--- src/legacy_compat_pkg.sv ---
package legacy_compat_pkg;
    // Register byte offsets
    localparam logic [7:0] A_MODE = 8'h00;
    localparam logic [7:0] A_FEAT = 8'h04;
    localparam logic [7:0] A_STAT = 8'h08;
    localparam logic [7:0] A_BAUD = 8'h0c;
    localparam logic [7:0] A_RSTF = 8'h10;
    localparam logic [7:0] A_WDT = 8'h14;
    localparam logic [7:0] A_EXTI = 8'h18;
    localparam logic [7:0] A_XMEM = 8'h1c;
    localparam logic [7:0] A_OSC = 8'h20;
    // Feature enable fields
    localparam int F_USART1 = 0;
    localparam int F_SYNC = 1;
    localparam int F_TMR3 = 2;
    localparam int F_OCRC = 3;
    localparam int F_TWI = 4;
    localparam int F_BOOT = 5;
    localparam int F_FIFO = 6;
    localparam int FEAT_W = 7;
    localparam logic [6:0] FEAT_RST = 7'h00;
    // Reset cause flags
    localparam int RSTF_W = 5;
    localparam logic [4:0] RSTF_LEGACY = 5'h03;
    localparam logic [4:0] RSTF_RST = 5'h00;
    // Baud divisor
    localparam int BAUD_W = 12;
    localparam int BAUD_LEGACY_W = 8;
    localparam logic [11:0] BAUD_RST = 12'h000;
    // Watchdog fields and unlock window
    localparam int WD_EN = 3;
    localparam int WD_CHG = 4;
    localparam logic [2:0] WD_TO_RST = 3'h0;
    localparam logic [2:0] WDT_UNLOCK_CYC = 3'h4;
    // External interrupt sense, two bits per input
    localparam logic [15:0] EXTI_LEGACY_KEEP = 16'hff00;
    localparam logic [15:0] EXTI_RST = 16'h0000;
    // External memory fields
    localparam int XM_SPLIT = 3;
    localparam int XM_WLO = 4;
    localparam int XM_WHI = 6;
    localparam logic [7:0] XMEM_RST = 8'h00;
    localparam logic [7:0] OSC_RST = 8'h80;
    // Data space map
    localparam logic [15:0] IO_BASE = 16'h0020;
    localparam logic [15:0] IO_HI = 16'h005f;
    localparam logic [15:0] EXT_LO = 16'h0060;
    localparam logic [15:0] EXT_HI = 16'h00ff;
    localparam logic [5:0] VEC_LEGACY_CNT = 6'h10;
    // Fuse settle cycles after reset release
    localparam logic [1:0] FUSE_SETTLE = 2'h2;
endpackage

--- src/legacy_compat_ctrl.sv ---
`timescale 1ns/1ps
module legacy_compat_ctrl
    import legacy_compat_pkg::*;
(
    input wire logic pclk,
    input wire logic presetn,
    input wire logic psel,
    input wire logic penable,
    input wire logic pwrite,
    input wire logic [7:0] paddr,
    input wire logic [31:0] pwdata,
    output logic [31:0] prdata,
    output logic pready,
    output logic pslverr,
    input wire logic legacy_mode_fuse,
    input wire logic [15:0] data_addr,
    input wire logic io_instr,
    input wire logic [5:0] io_addr,
    output logic [15:0] io_data_addr,
    output logic io_sel,
    output logic ext_io_sel,
    output logic ram_sel,
    input wire logic [5:0] vec_index,
    output logic vec_enable,
    input wire logic rst_por,
    input wire logic rst_ext,
    input wire logic rst_bod,
    input wire logic rst_wdt,
    input wire logic rst_jtag,
    input wire logic [7:0] c_ddr,
    input wire logic [7:0] f_ddr,
    input wire logic [4:0] g_ddr,
    input wire logic [4:0] g_alt_sel,
    input wire logic [4:0] g_alt_oe,
    output logic [7:0] c_oe,
    output logic [7:0] f_oe,
    output logic [4:0] g_oe,
    output logic compat_mode,
    output logic mode_ready,
    output logic usart1_en,
    output logic usart_sync_en,
    output logic timer3_en,
    output logic ocr_c_en,
    output logic twi_en,
    output logic boot_en,
    output logic rx_fifo_en,
    output logic [11:0] baud_div,
    output logic [4:0] mcu_control_status_reg,
    output logic [2:0] wdt_timeout,
    output logic wdt_en,
    output logic [15:0] int_sense,
    output logic [2:0] xmem_release,
    output logic xmem_split,
    output logic [1:0] xmem_wait_lo,
    output logic [1:0] xmem_wait_hi,
    output logic [7:0] osccal
);
    typedef struct packed {
        logic [31:0] rdata;
        logic err;
        logic [6:0] feat;
        logic [11:0] baud;
        logic [4:0] rstf;
        logic [2:0] wd_to;
        logic wd_en;
        logic [2:0] wd_win;
        logic [15:0] sense;
        logic [7:0] xmem;
        logic [7:0] osc;
    } ctl_s;

    ctl_s st_ff;
    ctl_s nxt_st;
    logic compat;
    logic valid;
    logic wr;
    logic mapped;
    logic [31:0] rd_mux;
    logic [4:0] rst_set;
    logic ext_hit;
    logic io_hit;

    legacy_fuse_sampler u_fuse (
        .pclk(pclk),
        .presetn(presetn),
        .fuse_pin(legacy_mode_fuse),
        .mode(compat),
        .mode_valid(valid)
    );

    port_mode_gate u_ports (
        .compat(compat),
        .c_ddr(c_ddr),
        .f_ddr(f_ddr),
        .g_ddr(g_ddr),
        .g_alt_sel(g_alt_sel),
        .g_alt_oe(g_alt_oe),
        .c_oe(c_oe),
        .f_oe(f_oe),
        .g_oe(g_oe)
    );

    // Bus stalls until the mode is known, so no write is masked wrongly
    assign pready = valid;
    assign wr = psel & penable & pwrite & valid;
    assign rst_set = {rst_jtag, rst_wdt, rst_bod, rst_ext, rst_por};

    always_comb begin
        mapped = 1'b1;
        rd_mux = 32'h0000_0000;
        case (paddr)
            A_MODE: rd_mux = {30'h0000_0000, valid, compat};
            A_FEAT: rd_mux = {25'h000_0000, st_ff.feat};
            A_STAT: rd_mux = {25'h000_0000, st_ff.feat};
            A_BAUD: rd_mux = {20'h0_0000, st_ff.baud};
            A_RSTF: rd_mux = {27'h000_0000, st_ff.rstf};
            A_WDT: rd_mux = {28'h000_0000, st_ff.wd_en, st_ff.wd_to};
            A_EXTI: rd_mux = {16'h0000, st_ff.sense};
            A_XMEM: rd_mux = {24'h00_0000, st_ff.xmem};
            A_OSC: rd_mux = {24'h00_0000, st_ff.osc};
            default: mapped = 1'b0;
        endcase
    end

    always_comb begin
        nxt_st = st_ff;
        if (psel) begin
            nxt_st.rdata = rd_mux;
            nxt_st.err = ~mapped;
        end
        if (st_ff.wd_win != 3'h0) begin
            nxt_st.wd_win = st_ff.wd_win - 3'h1;
        end
        if (wr && paddr == A_FEAT) begin
            // Legacy mode forbids the extra features
            nxt_st.feat = compat ? 7'h00 : pwdata[6:0];
        end
        if (wr && paddr == A_BAUD) begin
            nxt_st.baud = compat ? {4'h0, pwdata[7:0]} : pwdata[11:0];
        end
        nxt_st.rstf = st_ff.rstf;
        if (wr && paddr == A_RSTF) begin
            nxt_st.rstf = st_ff.rstf & pwdata[4:0];
        end
        nxt_st.rstf = nxt_st.rstf | rst_set;
        if (compat) begin
            nxt_st.rstf = nxt_st.rstf & RSTF_LEGACY;
        end
        if (wr && paddr == A_WDT) begin
            if (compat || st_ff.wd_win != 3'h0) begin
                nxt_st.wd_to = pwdata[2:0];
                nxt_st.wd_en = pwdata[WD_EN];
                nxt_st.wd_win = 3'h0;
            end else if (pwdata[WD_CHG] && pwdata[WD_EN]) begin
                nxt_st.wd_win = WDT_UNLOCK_CYC;
            end else begin
                nxt_st.wd_en = st_ff.wd_en | pwdata[WD_EN];
            end
        end
        if (wr && paddr == A_EXTI) begin
            nxt_st.sense = compat ? (pwdata[15:0] & EXTI_LEGACY_KEEP) : pwdata[15:0];
        end
        if (wr && paddr == A_XMEM) begin
            nxt_st.xmem = pwdata[7:0];
            if (compat) begin
                nxt_st.xmem[2:0] = 3'h0;
                nxt_st.xmem[XM_SPLIT] = 1'b0;
                nxt_st.xmem[XM_WHI +: 2] = pwdata[XM_WLO +: 2];
            end
        end
        if (wr && paddr == A_OSC && !compat) begin
            nxt_st.osc = pwdata[7:0];
        end
    end

    always_ff @(posedge pclk or negedge presetn) begin
        if (!presetn) begin
            st_ff <= '{rdata: 32'h0000_0000, err: 1'b0, feat: FEAT_RST, baud: BAUD_RST,
                rstf: RSTF_RST, wd_to: WD_TO_RST, wd_en: 1'b0, wd_win: 3'h0,
                sense: EXTI_RST, xmem: XMEM_RST, osc: OSC_RST};
        end else begin
            st_ff <= nxt_st;
        end
    end

    assign prdata = st_ff.rdata;
    assign pslverr = st_ff.err;

    // Data space decode
    assign io_data_addr = io_instr ? (IO_BASE + {10'h000, io_addr}) : data_addr;
    assign ext_hit = data_addr >= EXT_LO && data_addr <= EXT_HI;
    assign io_hit = data_addr >= IO_BASE && data_addr <= IO_HI;
    assign io_sel = io_instr | io_hit;
    assign ext_io_sel = ~io_instr & ext_hit & ~compat;
    assign ram_sel = ~io_instr & (data_addr > IO_HI) & ~ext_io_sel;
    assign vec_enable = ~compat | (vec_index < VEC_LEGACY_CNT);

    assign compat_mode = compat;
    assign mode_ready = valid;
    assign usart1_en = st_ff.feat[F_USART1];
    assign usart_sync_en = st_ff.feat[F_SYNC];
    assign timer3_en = st_ff.feat[F_TMR3];
    assign ocr_c_en = st_ff.feat[F_OCRC];
    assign twi_en = st_ff.feat[F_TWI];
    assign boot_en = st_ff.feat[F_BOOT];
    assign rx_fifo_en = st_ff.feat[F_FIFO];
    assign baud_div = st_ff.baud;
    assign mcu_control_status_reg = st_ff.rstf;
    assign wdt_timeout = st_ff.wd_to;
    assign wdt_en = st_ff.wd_en;
    assign int_sense = st_ff.sense;
    assign xmem_release = st_ff.xmem[2:0];
    assign xmem_split = st_ff.xmem[XM_SPLIT];
    assign xmem_wait_lo = st_ff.xmem[XM_WLO +: 2];
    assign xmem_wait_hi = st_ff.xmem[XM_WHI +: 2];
    assign osccal = st_ff.osc;
endmodule

--- src/legacy_fuse_sampler.sv ---
`timescale 1ns/1ps
module legacy_fuse_sampler
    import legacy_compat_pkg::*;
(
    input wire logic pclk,
    input wire logic presetn,
    input wire logic fuse_pin,
    output logic mode,
    output logic mode_valid
);
    typedef struct packed {
        logic s1;
        logic s2;
        logic [1:0] cnt;
        logic mode;
        logic valid;
    } smp_s;

    smp_s st_ff;
    smp_s nxt_st;

    always_comb begin
        nxt_st = st_ff;
        nxt_st.s1 = fuse_pin;
        nxt_st.s2 = st_ff.s1;
        if (!st_ff.valid) begin
            if (st_ff.cnt == FUSE_SETTLE) begin
                nxt_st.mode = st_ff.s2;
                nxt_st.valid = 1'b1;
            end else begin
                nxt_st.cnt = st_ff.cnt + 2'h1;
            end
        end
    end

    always_ff @(posedge pclk or negedge presetn) begin
        if (!presetn) begin
            st_ff <= '0;
        end else begin
            st_ff <= nxt_st;
        end
    end

    assign mode = st_ff.mode;
    assign mode_valid = st_ff.valid;
endmodule

--- src/port_mode_gate.sv ---
`timescale 1ns/1ps
module port_mode_gate (
    input wire logic compat,
    input wire logic [7:0] c_ddr,
    input wire logic [7:0] f_ddr,
    input wire logic [4:0] g_ddr,
    input wire logic [4:0] g_alt_sel,
    input wire logic [4:0] g_alt_oe,
    output logic [7:0] c_oe,
    output logic [7:0] f_oe,
    output logic [4:0] g_oe
);
    for (genvar i = 0; i < 8; i++) begin : g_cf
        assign c_oe[i] = compat | c_ddr[i];
        assign f_oe[i] = ~compat & f_ddr[i];
    end
    for (genvar j = 0; j < 5; j++) begin : g_g
        // In legacy mode the pin follows its alternate function only
        assign g_oe[j] = (compat | g_alt_sel[j]) ? g_alt_oe[j] : g_ddr[j];
    end
endmodule

--- config.mk ---
export PLATFORM = sky130hd
export DESIGN_NAME = legacy_compat_ctrl
export DESIGN_NICKNAME = d
export VERILOG_FILES = /design/src/legacy_compat_pkg.sv /design/src/legacy_compat_ctrl.sv /design/src/legacy_fuse_sampler.sv /design/src/port_mode_gate.sv
export SDC_FILE = /design/constraint.sdc
export NUM_CORES = 1
export LEC_CHECK = 0
export BUFFER_PORTS_ARGS = -buffer_cell sky130_fd_sc_hd__buf_2
export CAP_MARGIN = 15
export CORE_ASPECT_RATIO = 0.5
export CORE_MARGIN = 2
export CORE_UTILIZATION = 35
export CTS_CLUSTER_DIAMETER = 30
export CTS_CLUSTER_SIZE = 24
export DETAILED_ROUTE_END_ITERATION = 10
export PLACE_DENSITY = 0.67
export SYNTH_ARGS = -nofsm -noshare
export SYNTH_HDL_FRONTEND = slang
export SYNTH_SLANG_ARGS = --single-unit
export TNS_END_PERCENT = 5
--- constraint.sdc ---
create_clock -name pclk -period 1.5 [get_ports pclk]
set_clock_uncertainty 0.1 [all_clocks]
set_input_delay 0.075 -clock pclk [delete_from_list [all_inputs] [get_ports pclk]]
set_output_delay 0.075 -clock pclk [all_outputs]
set_load 0.02 [all_outputs]
# Yosys cells after proc, flatten, opt, wreduce, memory -nomap -nowiden
# Index checks and enable logic that the tools add are counted.
[totals] ramBits=0 latch_bits=0 regBits=102 out_inout_bits=137 n_memories=0 romBits=0
[classes] n_bitwise=39 shift=0 n_eq_ne=10 add_sub_neg=3 n_mux=22 n_mul=0 order_cmp=6 n_reduce_logical=21 n_div=0
[op_table] cell="$pmux W16 S8" n=1
[op_table] cell="$eq A8 B5 Y1 const B" n=4
[op_table] cell="$eq A8 B4 Y1 const B" n=2
[op_table] cell="$ge A16 B6 Y1 const B" n=1
[op_table] cell="$ge A16 B7 Y1 const B" n=1
[op_table] cell="$gt A16 B7 Y1 const B" n=1
[op_table] cell="$le A16 B7 Y1 const B" n=1
[op_table] cell="$le A16 B8 Y1 const B" n=1
[op_table] cell="$mux W16" n=1
[op_table] cell="$or A1 B1 Y1" n=16
[op_table] cell="$and A1 B1 Y1" n=15
[op_table] cell="$mux W12" n=1
[op_table] cell="$logic_and A1 B1 Y1" n=11
[op_table] cell="$mux W5" n=2
[op_table] cell="$mux W1" n=9
[op_table] cell="$mux W3" n=3
[op_table] cell="$reduce_or A9 Y1" n=1
[op_table] cell="$eq A8 B3 Y1 const B" n=1
[op_table] cell="$eq A8 B6 Y1 const B" n=1
[op_table] cell="$logic_not A8 Y1" n=1
[op_table] cell="$mux W4" n=2
[op_table] cell="$mux W8" n=1
[op_table] cell="$reduce_and A2 Y1" n=4
[op_table] cell="$add A6 B6 Y7 const A" n=1
[op_table] cell="other kinds (14)" n=19

# Longest topological paths before layout
# Gate-level depths: netlist (run 1).
[logic_depth] ltp_word=7 depth_mapped=7

# By module
# A second synthesis (run 1) with hierarchy kept.
[hier_totals] cells_unflattened=501 area_unflattened_um2=5098.6
[by_module_without_submodules] module="legacy_compat_ctrl" seq_area_each_um2=2003.2 cells_each=459 instances=1 area_each_um2=4647.0
[by_module_without_submodules] module="legacy_fuse_sampler" seq_area_each_um2=150.1 cells_each=14 instances=1 area_each_um2=234.0
[by_module_without_submodules] module="port_mode_gate" seq_area_each_um2=0.0 cells_each=28 instances=1 area_each_um2=217.7

# Least setup slack after synthesis (run 1)
# No wires, ideal clock.
[synth_timing] path_type="flip-flop to flip-flop" startpoint="reg u_fuse.st_ff (netlist bit u_fuse.mode_valid)" endpoint="reg st_ff (netlist bit wdt_timeout[0])" path_slack_ns=-0.289 stages_incl_launch_ff=6 setup_time_ns=0.125 arrival_ns=1.564 path_buffers=1 path_cell_list="dfrtp_1 -> and4_1 -> buf_2 -> nand3_1 -> nor2_1 -> mux2_2"
[synth_via] elab_chain_cells=3
[synth_rtl] item="start, declared" line="legacy_fuse_sampler.sv:19" text="smp_s st_ff;"
[synth_rtl] item="start signal, assigned" line="legacy_fuse_sampler.sv:40" text="st_ff <= nxt_st;"
[synth_rtl] item="$and A1 B1 Y1" line="legacy_compat_ctrl.sv:105" text="assign wr = psel & penable & pwrite & valid;"
[synth_rtl] item="$logic_and A1 B1 Y1" line="legacy_compat_ctrl.sv:149" text="if (wr && paddr == A_WDT) begin"
[synth_rtl] item="$reduce_and A2 Y1 (no line)"
[synth_rtl] item="end signal, assigned" line="legacy_compat_ctrl.sv:178" text="st_ff <= '{rdata: 32'h0000_0000, err: 1'b0, feat: FEAT_RST, baud: BAUD_RST,"
[synth_rtl] item="end signal, assigned" line="legacy_compat_ctrl.sv:182" text="st_ff <= nxt_st;"
[synth_rtl] item="end, declared" line="legacy_compat_ctrl.sv:72" text="ctl_s st_ff;"
# Every way passes these cells.
# A chain may end at the register's enable or synchronous reset.

# Worst setup path after layout (run 1)
[layout_timing] startpoint="reg u_fuse.st_ff (netlist bit u_fuse.mode)" endpoint="out f_oe[5]"
[layout_via] elab_chain_cells=2
[layout_rtl] item="$not A1 Y1" line="port_mode_gate.sv:15" text="assign f_oe[i] = ~compat & f_ddr[i];"
[layout_rtl] item="$and A1 B1 Y1" line="port_mode_gate.sv:15"
[layout_rtl] item="end, declared" line="legacy_compat_ctrl.sv:36" text="output logic [7:0] f_oe,"
# Every way passes these cells.

==> metrics.txt, run 1 <==
vias in the first global route 4477; worst path required time approximately 1.3 ns; Antenna diodes 0; die area between 15000 and 20000 sq um; Post-Synth Adder-Cell Area 0.00734; HP Class primary input to flip-flop; Post-synth top cells buf_4, dfrtp_1, nand2_1, mux2_2, o21ai_0; IO buf count roughly 210; XOR/XNOR Fraction of Synth Area 0.00514; multiplexer area fraction after synthesis 0.115; clock share of power 0.397; Worst-path clk slew ~0.060 ns; initial antenna violation count 0; CTS Sinks between 80 and 90; Horiz. Die Dim between 150 and 200 um; initial core utilization 0.355; Setup Viol. Count Final 26; Pre-antenna DRT Iters 4; Compound-Gate Fraction of Synth Area 0.114; area share of the largest cell type after synthesis 0.416; largest family of logic cells by synthesized area simple AND/OR/NAND/NOR gates; die height approximately 89 um; Post-synth ARST share 1.00; Critical Path Fanout Max 8; sequential cell area fraction in the yosys report 0.421; grt total ovfl 0; Synth area leader dfrtp_1; total track usage 0.193; critical path type flip-flop to primary output; Ys Warns 0; FILL cells roughly 1.3k; ANT nets after route 0; share of cells above drive strength 1 0.514; critical path capture point type primary output; first-pass GRT wire length ~23000 um; post-synthesis simple-gate area fraction 0.182; switching share of total power 0.264; status finished, violations left; syn avg cell area 9.80 sq um; P_sw approximately 1600 uW; Multi-input gate area around 2400 sq um; min cycle time layout between 1.5 and 2 ns; FP Rows 31; drt wl/cell about 16 um; Boundary Pins 248; GPL Wtd Cong 0.894; detailed placement HPWL approximately 12000 um; worst skew pair latency around 0.34 ns; Post-route DRC 0; Yosys reg bits 86; synthesized area ~5100 sq um; max cap viols 0; final WL about 15000 um; post-synth cell types a little over 60; post-route setup slack -0.175 ns; Primary FF master, synth dfrtp_1; RSZ-0062 raised after global routing yes; EDFF count, synth 0; Max Freq 597 MHz; cts bufs inserted 9; Final period util 1.12; largest net degree at the start of global routing between 80 and 90; Area contributors post-synth dfrtp_1, buf_4, mux2_2, nand2_1, o21ai_0; CTS max path bufs 2; synthesis-to-finish area growth 39.9%; Register Area approximately 2200 sq um; CTS tree yes; Worst Setup Start Kind flip-flop; drt via density 4.82; final hold vios 0; CTS root buf clkbuf_16; VDD IR max 499 uV; Core Region around 14000 sq um; CP arrival 1.50 ns; internal power between 4000 and 5000 uW; Seq pwr share 0.407; H-tree levels 3; Syn Inst Count ~520; minimum hold slack approximately 0.096 ns; vias around 4.6k; Final #Nets about 860; failing checks setup timing; Combinational Power Share 0.197; Final Max Slew Viols 0; pwr/cell area around 850 nW/um^2; LEAKAGE ~0.0036 uW; Starting DRT DRC Count between 150 and 200; Power, Total roughly 6100 uW
cell type report:
class,instances,area share
timing repair buffer,308,0.278
inverter,11,0.00577
sequential,86,0.301
clock inverter,3,0.00944
clock buffer,13,0.0350
tap,198,0.0346
multi-input combinational,328,0.336
critical path, cell delays in order, from the launching register on:
cell and delay [ns]:
dfrtp_2 0.44, buf_12 0.16, buf_8 0.13, buf_6 0.12
nor2b_1 0.14, buf_4 0.16
routing by layer:
layer / GRT usage / up-vias / part of all wire / wire, um
met5: 0 / - / 0 / 0
met4: 0.0576 / 0 / 0.019 / 287
met3: 0.0361 / 19 / 0.054 / 835
met2: 0.357 / 155 / 0.51 / 7880
met1: 0.235 / 2231 / 0.42 / 6480
li1: - / 2155 / - / -
through the flow:
step                      cells  cell area, sq um  setup TNS [ns]  utilization  setup WS, ns
after floorplan             537              5240          -0.469            -       -0.0544
after global placement      903              6330           -6.50        0.440        -0.247
after detailed placement    903              6330           -6.83        0.440        -0.257
after CTS                   945              7060           -3.02        0.490        -0.172
after global routing        947              7160           -4.11        0.497        -0.267
final                       947              7160           -2.43        0.497        -0.175
cell families (layout without fill, tap and decap cells):
group	count (synthesis)	count (layout)
AOI/OAI and AO/OA	88	88
and+or+nand+nor	165	165
adders and majority gates	3	3
buffers and inverters	123	335
muxes	53	53
other	1	16
DFF	86	86
xor gates and xnor gates	3	3
repair_timing:
action | CTS | global route
cloned | 1 | 0
hold endpoints to repair | 127 | 0
endpoints found under the setup margin | 50 | 48
pin swaps | 9 | 1
hold buffers | 22 | 0
gates resized for setup | 55 | 27
setup buffers | 3 | 2
layout by cell type (no fill, tap or decap), types with 4 or more instances in the layout:
cell type | synthesis | final
buf_4 | 85 | 72
nor2b_1 | 23 | 18
o21ai_1 | 9 | 10
o2bb2ai_1 | 4 | 4
mux2i_1 | 6 | 6
buf_6 | 0 | 16
a22o_1 | 6 | 6
nor2_4 | 0 | 6
inv_1 | 11 | 10
nand3_1 | 11 | 9
dlygate4sd3_1 | 0 | 22
o21ai_2 | 0 | 4
nand2b_1 | 15 | 15
mux2_1 | 8 | 8
a221oi_1 | 4 | 4
conb_1 | 1 | 16
nand4_1 | 5 | 5
buf_2 | 8 | 194
mux2_2 | 39 | 33
nor3_1 | 7 | 6
mux2_4 | 0 | 6
nor2_1 | 25 | 19
dfrtp_1 | 85 | 83
or2_2 | 9 | 6
a21oi_1 | 8 | 8
nand2_1 | 43 | 43
clkbuf_16 | 0 | 9
o21ai_0 | 32 | 27
power by group through the flow:
stage / logic [uW] / registers [uW] / clock network, uW
after detailed placement: 1040 / 2500 / 0
final: 1190 / 2470 / 2400
after CTS: 1160 / 2460 / 2460
after floorplan: 642 / 2490 / 0
after global routing: 1300 / 2480 / 2570
after global placement: 1020 / 2500 / 0
worst paths after layout:
kind | from | cells past startpoint | slack (ns) | endpoint
worst max-delay path | u_fuse.mode | 5 | -0.17 | f_oe[5]
worst min-delay path | pwdata[4] | 2 | 0.1 | osccal[4]
worst max register to register | u_fuse.mode_valid | 5 | -0.12 | mcu_control_status_reg[4]
worst min register to register | u_fuse.nxt_st[4] | 0 | 0.26 | u_fuse.st_ff[4]
max in group asynchronous | presetn | 3 | 0.71 | osccal[7]
min in group asynchronous | presetn | 3 | 0.21 | prdata[10]
(Power assumes the default switching activity.)
==> run 2, diff against run 1 <==
- ABC_AREA: default -> 1
- CORE_MARGIN: 2 -> 4
==> run 2 against run 1 <==
  * The run still ends with setup timing left
  * Cell count is 14% higher
  * Sequential share of layout area is 1.2 points higher
  * Largest power group is now clock
  * Worst setup slack improved by 0.013 ns
  * Critical path depth shrank 1
  * Global-route usage shrank 1.3 points
  * Register-to-register slack improved by 0.16 ns
  * Total power increased by 1.4%
  * Die area increased by 8.1%
  * Via count rose by 8.5%
==> metrics.txt, run 2 <==
FP Rows 31; EDFF count, synth 0; vias 4949; failing checks setup timing; IO buf count roughly 210; vias in the first global route 4786; LEAKAGE ~0.0039 uW; WHS Path Cells 3; Final #Nets ~990; CTS max path bufs 2; pwr/cell area about 900 nW/um^2; Post-route DRC 0; max cap viols 0; ANT nets after route 0; FF-to-FF path depth 8; total track usage 0.180; CTS tree yes; detailed placement HPWL ~12000 um; WL met1 6610 um; initial core utilization 0.358; sequential cell area fraction in the yosys report 0.416; Boundary Pins between 200 and 250; share of cells above drive strength 1 0.372; Final period util 1.11; Worst-path clk slew around 0.06 ns; Yosys reg bits 86; Worst Setup Start Kind flip-flop; GPL Wtd Cong ~1; critical path type flip-flop to primary output; min cycle time layout approximately 1.7 ns; top-count cell post-synth nand2_1; Power, Total between 6000 and 7000 uW; Synth area leader dfrtp_1; Post-synth top cells nand2_1, buf_4, dfrtp_1, inv_1, nor2_1; worst path required time ~1.3 ns; die height 94.0 um; Core Region between 10000 and 15000 sq um; Post-synth ARST share 1.00; HP Class primary input to flip-flop; die area approximately 17000 sq um; Worst Max-Slew Pin Slew between 0.8 and 0.9 ns; most common cell after layout, fill and taps aside nand2_1; Primary FF master, synth dfrtp_1; grt total ovfl 0; largest net degree at the start of global routing 33; placed cell areas roughly 6000 sq um; Pre-antenna DRT Iters 5; Antenna diodes 0; Syn Inst Count 677; Critical Path Fanout Max 7; most frequent cells in the layout nand2_1, buf_2, dfrtp_1; WL met3 approximately 1200 um; CTS Sinks 86; post-route setup slack -0.162 ns; synthesized area approximately 5200 sq um; met2 routed WL between 7000 and 8000 um; Max Freq between 600 and 700 MHz; initial antenna violation count 0; Ys Warns 0; Final Max Slew Viols 0; Horiz. Die Dim 180 um; Area contributors post-synth dfrtp_1, nand2_1, buf_4, o21ai_0, inv_1; CP arrival ~1.5 ns; Setup Viol. Count Final 22; synthesis-to-finish area growth 33.0%; VDD IR max roughly 490 uV; CTS root buf clkbuf_16; syn avg cell area roughly 7.6 sq um; RSZ-0062 raised after global routing yes; final hold vios 0; critical path capture point type primary output; area share of the largest cell type after synthesis 0.411; drt via density roughly 4.6; Rel. slew slack 0.448; final WL between 15000 and 20000 um; H-tree levels 3; status finished, violations left; drt wl/cell between 10 and 15 um; worst skew pair latency ~0.34 ns; cts bufs inserted 9; minimum hold slack between 0.02 and 0.03 ns; Worst R2R Setup Slack approximately 0.040 ns; final instance area 6880 sq um; Starting DRT DRC Count 340; first-pass GRT wire length approximately 24000 um; post-synth cell types 37; top sig layer met4
## run 2: cell types whose count changed after synthesis, moves of 16 or more
cell     change
inv_1       +52
mux2_2      -34
nand2_1    +159
nand3_1     +28
nor2_1      +34
nor2b_1     -23
o21ai_0     +16
## run 2: final timing paths
kind	start	endpoint
min reg2reg	u_fuse.nxt_st[4]	u_fuse.st_ff[4]
min in group asynchronous	presetn	xmem_wait_hi[1]
max reg2reg	st_ff[32]	wdt_en
max	u_fuse.mode	g_oe[0]
min	pwdata[4]	int_sense[4]
max in group asynchronous	presetn	xmem_split
## run 2: timing repair
action                                  in CTS  in global routing
pin swaps                                    9                  0
gates cloned                                 0                  0
endpoints found under the setup margin      18                 34
hold buffers                                22                  0
gates resized for setup                     53                 12
hold endpoints to repair                   118                  0
setup buffers                                2                  1
## run 2: area by class of cell
| class | instances | area, sq um |
|---|---|---|
| sequential | 86 | 2150 |
| inverter | 69 | 268 |
| timing repair buffer | 272 | 1690 |
| clock inverter | 5 | 106 |
| multi-input combinational | 434 | 2180 |
| tap | 198 | 248 |
| clock buffer | 11 | 243 |
| fill | 1406 | 7580 |
## run 2: through the flow
step	utilization	setup TNS (ns)	instances	setup slack, ns
2_1_floorplan	-	-0.416	692	-0.0645
3_3_place_gp	0.420	-0.395	1034	-0.0597
3_5_place_dp	0.420	-0.571	1034	-0.0840
4_1_cts	0.473	-2.17	1074	-0.165
5_1_grt	0.476	-2.98	1075	-0.205
6_report	0.476	-1.91	1075	-0.162
## run 2: cell families (layout without fill, tap and decap cells)
kind of cell | Yosys count | after routing | share of synthesized area
compound gates | 78 | 78 | 0.0880
simple gates | 331 | 331 | 0.280
mux | 5 | 5 | 0.0109
fa+ha+maj | 3 | 3 | 0.00725
flops | 86 | 86 | 0.416
xor+xnor | 1 | 1 | 0.00169
buf+inv | 172 | 357 | 0.196
other cells | 1 | 16 | 0.000724
## run 2: per-layer routing
metal | track usage | vias to the layer above
met5 | 0 | -
met4 | 0.0494 | 0
met3 | 0.0363 | 18
met2 | 0.317 | 213
met1 | 0.228 | 2310
li1 | - | 2408
## run 2: critical path, cell delays in order, from the launching register on
cell	delay (ns)
dfrtp_2	0.44
buf_12	0.16
nor2_4	0.10
mux2_4	0.31
buf_6	0.13
## run 2: report_power, final
| part | internal [uW] | switching, uW |
|---|---|---|
| registers | 2390 | 47.2 |
| clock network | 1680 | 947 |
| logic | 445 | 636 |
| total | 4520 | 1630 |
